### config.mk
export PLATFORM = sky130hd
export DESIGN_NAME = accel_sample_fifo
export DESIGN_NICKNAME = d
export VERILOG_FILES = /design/src/accel_fifo_pkg.sv /design/src/accel_sample_fifo.sv
export SDC_FILE = /design/constraint.sdc
export NUM_CORES = 2
export LEC_CHECK = 0
export ABC_AREA = 0
export BUFFER_PORTS_ARGS = -buffer_cell sky130_fd_sc_hd__buf_2
export CORE_MARGIN = 4
export CORE_UTILIZATION = 30
export CTS_BUF_LIST = sky130_fd_sc_hd__clkbuf_4
export DETAILED_ROUTE_END_ITERATION = 8
export SLEW_MARGIN = 20
export SYNTH_ARGS = -nofsm -noshare
export SYNTH_HDL_FRONTEND = slang
export SYNTH_SLANG_ARGS = --single-unit
### constraint.sdc
create_clock -name sys_clk_in -period 14.9 [get_ports sys_clk_in]
set_input_delay 0.745 -clock sys_clk_in [delete_from_list [all_inputs] [get_ports sys_clk_in]]
set_output_delay 0.745 -clock sys_clk_in [all_outputs]
set_load 0.005 [all_outputs]
### src/accel_fifo_pkg.sv
// constants and types for the acceleration sample queue
`default_nettype none
package accel_fifo_pkg;
   localparam int DEPTH = 32;
   localparam logic [5:0] DEPTH_CNT = 6'h20;
   localparam logic [5:0] REG_DATA_FIRST = 6'h32;
   localparam logic [5:0] REG_DATA_LAST = 6'h37;
   localparam logic [5:0] REG_CTL = 6'h38;
   localparam logic [5:0] REG_STATUS = 6'h39;
   localparam int POLICY_MSB = 7;
   localparam int POLICY_LSB = 6;
   localparam int TRIG_SEL_BIT = 5;
   localparam int COUNT_MSB = 4;
   localparam int TRIG_FLAG_BIT = 7;
   localparam logic [7:0] CTL_RESET = 8'h00;

   typedef enum logic [1:0] {
      POL_BYPASS = 2'h0,
      POL_FILL = 2'h1,
      POL_ROLL = 2'h2,
      POL_TRIG = 2'h3
   } policy_e;

   // gray along idle -> armed -> fired
   typedef enum logic [1:0] {
      TRG_IDLE = 2'h0,
      TRG_ARMED = 2'h1,
      TRG_FIRED = 2'h3
   } trig_state_e;

   typedef struct packed {
      logic [15:0] z;
      logic [15:0] y;
      logic [15:0] x;
   } sample_s;

   typedef struct packed {
      logic data_ready;
      logic watermark;
      logic overrun;
   } flags_s;
endpackage
`default_nettype wire

### src/accel_sample_fifo.sv
// sample queue with bypass, fill-and-stop, rolling and trigger policies
// Contract
// - policy bits D7:D6 choose four modes
// - fill-and-stop drops samples when 32 held
// - rolling keeps newest 32, overwriting oldest
// - trigger keeps pre-history then fills up
// - trigger select picks pin a or b
// - count zero sets watermark flag at once
// - count sets watermark level in fill/rolling
// - count sets pre-trigger history in trigger
// - status bit 7 shows trigger occurred
// - status reports stored entry count
// - first axis byte read of a burst pops entry
// - 32 stored plus one output sample
// - overrun set in fill/rolling, cleared by data read; other flags track the count
// - no writes into queue while asleep
`default_nettype none
module accel_sample_fifo (
   // clock and reset
   input wire logic sys_clk_in,
   input wire logic rst_b_in,
   // sampler side
   input wire logic sample_valid_in,
   input wire accel_fifo_pkg::sample_s sample_in,
   input wire logic sleep_in,
   input wire logic event_pin_a_in,
   input wire logic event_pin_b_in,
   // register port
   input wire logic reg_wr_in,
   input wire logic reg_rd_in,
   input wire logic burst_end_in,
   input wire logic [5:0] reg_addr_in,
   input wire logic [7:0] reg_wdata_in,
   output logic [7:0] reg_rdata_out,
   // status flags
   output accel_fifo_pkg::flags_s flags_out
);
   accel_fifo_pkg::sample_s mem [accel_fifo_pkg::DEPTH];
   accel_fifo_pkg::sample_s out_hold, next_out_hold;
   logic out_valid, next_out_valid;
   logic [4:0] wr_ptr, next_wr_ptr, rd_ptr, next_rd_ptr;
   logic [5:0] count, next_count;
   logic [7:0] ctl, next_ctl;
   logic [7:0] rdata, next_rdata;
   accel_fifo_pkg::flags_s flags, next_flags;
   accel_fifo_pkg::trig_state_e tstate, next_tstate;
   logic burst_open, next_burst_open;
   accel_fifo_pkg::sample_s shown, next_shown;
   logic do_write, do_pop, drop_oldest, trig_src;
   accel_fifo_pkg::policy_e policy;
   logic [4:0] samples;

   function automatic logic is_data_addr(input logic [5:0] a);
      is_data_addr = (a >= accel_fifo_pkg::REG_DATA_FIRST) && (a <= accel_fifo_pkg::REG_DATA_LAST);
   endfunction

   function automatic logic [7:0] pick_byte(input accel_fifo_pkg::sample_s s, input logic [5:0] a);
      logic [2:0] idx;
      idx = 3'(a - accel_fifo_pkg::REG_DATA_FIRST);
      pick_byte = s[idx*8 +: 8];
   endfunction

   assign policy = accel_fifo_pkg::policy_e'(ctl[accel_fifo_pkg::POLICY_MSB:accel_fifo_pkg::POLICY_LSB]);
   assign samples = ctl[accel_fifo_pkg::COUNT_MSB:0];
   assign trig_src = ctl[accel_fifo_pkg::TRIG_SEL_BIT] ? event_pin_b_in : event_pin_a_in;

   // ----------------------------------------------------------------
   // write / pop decisions
   // ----------------------------------------------------------------
   always_comb begin
      do_write = 1'b0;
      drop_oldest = 1'b0;
      if (sample_valid_in && !sleep_in) begin
         case (policy)
            accel_fifo_pkg::POL_BYPASS: do_write = 1'b0;
            accel_fifo_pkg::POL_FILL: do_write = (count != accel_fifo_pkg::DEPTH_CNT);
            accel_fifo_pkg::POL_ROLL: begin
               do_write = 1'b1;
               drop_oldest = (count == accel_fifo_pkg::DEPTH_CNT);
            end
            accel_fifo_pkg::POL_TRIG: begin
               if (tstate == accel_fifo_pkg::TRG_FIRED) begin
                  do_write = (count != accel_fifo_pkg::DEPTH_CNT);
               end else begin
                  // before the trigger only the last samples entries are kept
                  do_write = (samples != 5'h00);
                  drop_oldest = (count >= {1'b0, samples}) && (samples != 5'h00);
               end
            end
            default: do_write = 1'b0;
         endcase
      end
   end

   // pop once per burst on first data-byte read
   assign do_pop = reg_rd_in && is_data_addr(reg_addr_in) && !burst_open;

   // ----------------------------------------------------------------
   // queue storage and pointers
   // ----------------------------------------------------------------
   always_comb begin
      next_wr_ptr = wr_ptr;
      next_rd_ptr = rd_ptr;
      next_count = count;
      next_out_hold = out_hold;
      next_out_valid = out_valid;
      if (do_write) begin
         next_wr_ptr = wr_ptr + 5'h01;
      end
      // output stage refills from queue head; a 33rd sample lives there
      if (do_pop || !out_valid) begin
         if (count != 6'h00) begin
            next_out_hold = mem[rd_ptr];
            next_out_valid = 1'b1;
            next_rd_ptr = rd_ptr + 5'h01;
            next_count = count - 6'h01;
         end else if (do_pop) begin
            next_out_valid = 1'b0;
         end
      end else if (drop_oldest) begin
         next_rd_ptr = rd_ptr + 5'h01;
         next_count = count - 6'h01;
      end
      if (do_write) begin
         next_count = next_count + 6'h01;
      end
      if (policy == accel_fifo_pkg::POL_BYPASS) begin
         next_count = 6'h00;
         next_rd_ptr = next_wr_ptr;
         next_out_valid = 1'b0;
      end
   end

   always_ff @(posedge sys_clk_in) begin
      if (do_write) begin
         mem[wr_ptr] <= sample_in;
      end
   end

   always_ff @(posedge sys_clk_in or negedge rst_b_in) begin
      if (!rst_b_in) begin
         wr_ptr <= 5'h00;
         rd_ptr <= 5'h00;
         count <= 6'h00;
         out_hold <= '0;
         out_valid <= 1'b0;
      end else begin
         wr_ptr <= next_wr_ptr;
         rd_ptr <= next_rd_ptr;
         count <= next_count;
         out_hold <= next_out_hold;
         out_valid <= next_out_valid;
      end
   end

   // ----------------------------------------------------------------
   // registers, trigger and flags
   // ----------------------------------------------------------------

   always_comb begin
      next_ctl = ctl;
      next_rdata = rdata;
      next_tstate = tstate;
      next_burst_open = burst_open;
      next_shown = shown;
      next_flags = flags;
      if (reg_wr_in && reg_addr_in == accel_fifo_pkg::REG_CTL) begin
         next_ctl = reg_wdata_in;
      end
      if (reg_rd_in) begin
         if (is_data_addr(reg_addr_in)) begin
            // later bytes of a burst come from the sample its first byte popped
            next_rdata = pick_byte(burst_open ? shown : out_hold, reg_addr_in);
            next_burst_open = 1'b1;
         end else if (reg_addr_in == accel_fifo_pkg::REG_CTL) begin
            next_rdata = ctl;
         end else if (reg_addr_in == accel_fifo_pkg::REG_STATUS) begin
            next_rdata = {tstate == accel_fifo_pkg::TRG_FIRED, 1'b0, count};
         end else begin
            next_rdata = 8'h00;
         end
      end
      if (burst_end_in) begin
         next_burst_open = 1'b0;
      end
      // trigger tracking
      if (policy != accel_fifo_pkg::POL_TRIG) begin
         next_tstate = accel_fifo_pkg::TRG_IDLE;
      end else begin
         case (tstate)
            accel_fifo_pkg::TRG_IDLE: next_tstate = accel_fifo_pkg::TRG_ARMED;
            accel_fifo_pkg::TRG_ARMED: begin
               if (trig_src) begin
                  next_tstate = accel_fifo_pkg::TRG_FIRED;
               end
            end
            accel_fifo_pkg::TRG_FIRED: next_tstate = accel_fifo_pkg::TRG_FIRED;
            default: next_tstate = accel_fifo_pkg::TRG_IDLE;
         endcase
      end
      // overrun clears on data read, but a same-cycle event wins
      if (do_pop) begin
         next_flags.overrun = 1'b0;
         next_shown = out_hold;
      end
      if ((sample_valid_in && !sleep_in && !do_write && policy == accel_fifo_pkg::POL_FILL)
          || (do_write && drop_oldest && policy == accel_fifo_pkg::POL_ROLL)) begin
         next_flags.overrun = 1'b1;
      end
      next_flags.watermark = (policy != accel_fifo_pkg::POL_BYPASS || samples == 5'h00)
         && (samples == 5'h00 || (next_count >= {1'b0, samples}));
      next_flags.data_ready = next_out_valid || (next_count != 6'h00);
   end

   always_ff @(posedge sys_clk_in or negedge rst_b_in) begin
      if (!rst_b_in) begin
         ctl <= accel_fifo_pkg::CTL_RESET;
         rdata <= 8'h00;
         tstate <= accel_fifo_pkg::TRG_IDLE;
         burst_open <= 1'b0;
         shown <= '0;
         flags <= '0;
      end else begin
         ctl <= next_ctl;
         rdata <= next_rdata;
         tstate <= next_tstate;
         burst_open <= next_burst_open;
         shown <= next_shown;
         flags <= next_flags;
      end
   end

   assign reg_rdata_out = rdata;
   assign flags_out = flags;
endmodule
`default_nettype wire

Word level (Yosys, flattened, before mapping)
Memory sizes are Yosys's and may differ from the RTL's. A register that Yosys moved wholly into a read port is not among the register bits. Index checks and enable logic that the tools add are counted.

Shifts and indexed selects: 1. Magnitude comparators: 4. Divide/modulo/power cells: 0. Bitwise gates (word level): 0. Reduce and logical (&&, ||, !) cells: 35. Multiply operators: 0. Add/sub/neg operators: 5. Mux-type cells: 35. Equal/unequal tests: 12.

Operator list (number): two-way mux 48 bit (1); variable part select 48 x 7 -> 8 bit (1); two-way mux 6 bit (5); two-way mux 5 bit (5); two-way mux 8 bit (3); equality test 6 bit, second input constant (3); two-way mux 1 bit (16); >= comparator 6 x 5 -> 1 bit (2); nonzero test 6 bit (2); logical AND 1 bit (11); adder 5 x 1 -> 5 bit, second input constant (2); nonzero test 2 bit (4); adder 6 x 1 -> 6 bit, second input constant (1); equality test 2 bit, second input constant (3); >= comparator 6 bit, second input constant (1); <= comparator 6 bit, second input constant (1); inequality test 6 bit, second input constant (1); case mux 2 bit (3 select lines) (1); AND reduction 2 bit (3); subtractor 6 x 1 -> 6 bit, second input constant (1); zero test 1 bit (5); zero test 5 bit (1); logical OR 1 bit (5); nonzero test 5 bit (1); 10 further kinds (13).

Bits in latches: 0. Bits in writable memories: 1536. Memories kept: 1. Bits in read-only memories: 0. Output and inout port bits: 11. Word-level logic and storage cells: 107. Register bits after elaboration: 87.

Memories: mem (words 32, width 48, rd ports 1, clocked after memory_dff 1, wr ports 1, RTL line accel_sample_fifo.sv:38) `accel_fifo_pkg::sample_s mem [accel_fifo_pkg::DEPTH];`.

Depth between registers and ports, before layout
Word-level depth: 13. Depth in mapped cells: 19. Mapped depth without buffers: 18.

Least setup slack after synthesis
OpenSTA, ideal clock, no wires.

Path type: input port to flip-flop. From: input port sample_valid_in. To: memory mem[14][0] (netlist bit) (enable). Setup time: 513 ps. Arrival time: 5093 ps. Stages on the path: 7. Setup slack: 9294 ps. Buffers on the path: 2. Path through: nor2b_1 -> buf_4 -> o2111ai_1 -> nand3_2 -> clkbuf_1 -> nand2_1 -> nor3_1.

Cells in the longest elaborated chain, start to end: 4.

RTL lines: from (decl) (RTL line accel_sample_fifo.sv:23) `input wire logic sample_valid_in,`; logical AND 1 bit (RTL line accel_sample_fifo.sv:73) `if (sample_valid_in && !sleep_in) begin`; two-way mux 1 bit (RTL line accel_sample_fifo.sv:73); two-way mux 1 bit (RTL line accel_sample_fifo.sv:135) `if (do_write) begin`; two-way mux 1 bit (implied by the code) (RTL line accel_sample_fifo.sv:136) `mem[wr_ptr] <= sample_in;`; to (decl) (RTL line accel_sample_fifo.sv:38).

Every way passes these cells.

==> results_dict.tcl <==
set metrics [dict create \
    status "complete, no violations" \
    ys_warn_count 0 \
    synth-simple-area-share_pct 1.26 \
    wl_um 165000 \
    cpMostUsedCell "buf_4" \
    crit_path_start_kind "flip-flop" \
    hold_class "in -> reg" \
    remaining_drc_errors 0 \
    whs_path_depth 4 \
    cts.reportedPaths.clkPinSlew_ns 0.07 \
    detail_route.wl_per_cell_um 25.5 \
    synth_commonest_cells "edfxtp_1 (1,536), mux4_2 (504), dfrtp_1 (135), nor2_1 (93), clkbuf_1 (92)" \
    synth_mux_area_share_pct 19.6 \
    dieWidth_um 472 \
    cts_sinks 1671 \
    power.density_nw_per_um2 164 \
    synth_xor_area_share_pct 0.162 \
    drt_iter0_markers 3140 \
    synth_compound_gate_area_share_pct 1.15 \
    final_util_pct 34.9 \
    clockBufferDepth 4 \
    tightest_slew_ns 1.01 \
    path_max_fanout 48 \
    finalSetupTns_ns 0 \
    drv_cap 0 \
    crit_path_end_kind "flip-flop" \
    ys.flop_type "edfxtp_1" \
    insertion_delay_ns 1.34 \
    finalPower_uw 12300 \
    synth_fp_nets 2872 \
    synth-edff-count 1536 \
    ys_ff_latch 1671 \
    grt_max_degree 142 \
    grt_util_met2_pct 23.2 \
    hpwlAfterDp_um 82200 \
    synthTopCellsByArea "edfxtp_1 (71%), mux4_2 (18%), dfrtp_1 (5.2%)" \
    path_cells "buf_4, buf_4, buf_4, mux4_2, mux4_2, mux2i_1, a21oi_1" \
    gr-max-usage-layer "met2" \
    syn_area_per_cell_um2 23.2 \
    synth_top_cell_by_area "edfxtp_1" \
    cts_hold_buf 82 \
    grt_pass1_wl_um 237000 \
    r2r_slack_ns 10.02 \
    grt.met3_usage_pct 3.74 \
    cts_buffers 426 \
    cts_tree "yes" \
    die_area_um2 223000 \
    finalSetupViolCount 0 \
    reg2reg_depth 7 \
    max_stage_delay_ns 0.87 \
    r2r_end "out_hold[37]" \
    h-tree-depth 5 \
    syn_inst 2785 \
    place_congestion 0.762 \
    numPortBuffers 81 \
    fin_crit_sh_pct 32.8 \
    antenna_found_initial 25 \
    power_leakage_uw 0.0237 \
    syn_area_um2 64700 \
    cts_resized 0 \
    initial_utilization_pct 30.2 \
    crit_slowest_cell "buf_4" \
    required_ns 16.08 \
    drive_above_1_share_pct 39.2 \
    antenna_left 0 \
    syn2layout_area_growth_pct 15.9 \
    period_needed_ns 4.88 \
    fin_nets 3380 \
    synthAdderAreaFrac_pct 0.309 \
    worstReg2RegStart "rd_ptr[0]" \
    grt_util_met1_pct 20.1 \
    holdPathEnd "reg_rdata_out[5]" \
    yosys.cell_types.count 57 \
    firstDrtPassIters 7 \
    grt_setup_unrepaired "no" \
    synth_top_area_share_pct 71.3 \
    synth_top_family_by_area "multiplexers" \
    overflow 0 \
    slew_violations 0 \
    clock-root-buffer "clkbuf_4" \
    relSlewSlack_pct 32.5 \
    grt.total_usage_pct 14.7 \
    nFillCells 19800 \
    core_region_area_um2 215000 \
    grt_pass1_vias 33300 \
    critPathKind "reg -> reg" \
    die_h_um 472 \
    hold_violations 0 \
    fmax_ghz 0.205 \
    ys_seq_area_share_pct 76.5 \
    crit_arrival_ns 6.06 \
    cp-startpoint "rd_ptr[0]" \
    min_from "reg_addr_in[2]" \
    synthArstFlopShare_pct 8.08 \
    vias_per_cell 4.96 \
    vias 32100 \
    vdd_drop_max_v 0.000177 \
    synth.most_common_cell "edfxtp_1" \
    rows 170 \
    io_pins 82 \
    postCtsSetupRepairBufs 0 \
    skew_ns 0.0827 \
]
-- worst max-delay path: cells and delay by family (launching register included) --
family | cells | cell delay (ns)
buffers and inverters | 3 | 2.42
flip-flops | 1 | 0.79
AO/OA/AOI/OAI | 1 | 0.09
multiplexers | 3 | 1.28
-- metrics by stage --
step	setup WS [ns]	instances	hold WS (ns)	instance area [µm²]
floorplan	9.29	2785	0.449	64700
global placement	9.80	5620	0.458	68800
detailed placement	9.75	5621	0.471	68900
CTS	9.80	6449	0.0631	74900
global route	9.47	6458	0.185	74900
finish	10.02	6471	0.285	75000
-- where the power goes --
group	switching [µW]	internal, µW
sequential	226	5320
combinational	1450	1560
clock	1800	1940
-- kinds of logic after synthesis --
logic type	count (synthesis)
DFF	1671
muxes	626
and+or+nand+nor	174
buffers and inverters	169
AOI/OAI and AO/OA	117
adders and majority gates	16
xor gates and xnor gates	12
-- flip-flops by register name, indices dropped and copies added (netlist names) --
| name | flops |
|---|---|
| mem | 1536 |
| out_hold | 48 |
| shown | 48 |
| ctl | 8 |
| reg_rdata_out | 8 |
| count | 6 |
| rd_ptr | 5 |
| wr_ptr | 5 |
| flags_out | 3 |
| tstate | 2 |
| burst_open | 1 |
| out_valid | 1 |
-- metal layers --
layer	part of all wire, %	vias to the layer above
met2	48	1366
met3	7.7	263
met1	42	17300
met4	2.0	12
met5	0.050	-
li1	-	13200
-- how the worst max path moves through the flow --
stage | to | slack [ns] | cells past startpoint
final | out_hold[37] | 10.02 | 7
after global routing | out_hold[37] | 9.47 | 7
after CTS | out_hold[37] | 9.80 | 7
after detailed placement | flags_out[1] | 9.75 | 17
after global placement | flags_out[1] | 9.80 | 17
after floorplan | mem[14][0] | 9.29 | 7
-- cell usage in the layout (no fill, tap or decap), types with 14 or more instances in the layout --
| cell type | count |
|---|---|
| buf_4 | 69 |
| mux2i_1 | 57 |
| dlygate4sd3_1 | 81 |
| ha_1 | 16 |
| clkinv_2 | 18 |
| diode_2 | 22 |
| mux2_2 | 64 |
| buf_2 | 80 |
| clkbuf_4 | 615 |
| mux4_2 | 504 |
| nand2_1 | 28 |
| inv_1 | 14 |
| a21oi_1 | 56 |
| edfxtp_1 | 1536 |
| clkinv_1 | 104 |
| nor2_4 | 29 |
| dfrtp_1 | 129 |
| nor2_1 | 64 |
-- area by class of cell --
type                    count  area, µm²  share of cell area [%]
diodes                     22       55.1                  0.0734
clock buffers             615       4620                    6.16
clock inverters           131        597                   0.796
inverters                  14       52.6                  0.0701
multi-input cells         945      14800                    19.7
flip-flops and latches   1671      49500                    66.1
well taps                2838       3550                    4.74
repair buffers            235       1820                    2.43
Note: power is estimated with default switching activity, not from simulation.
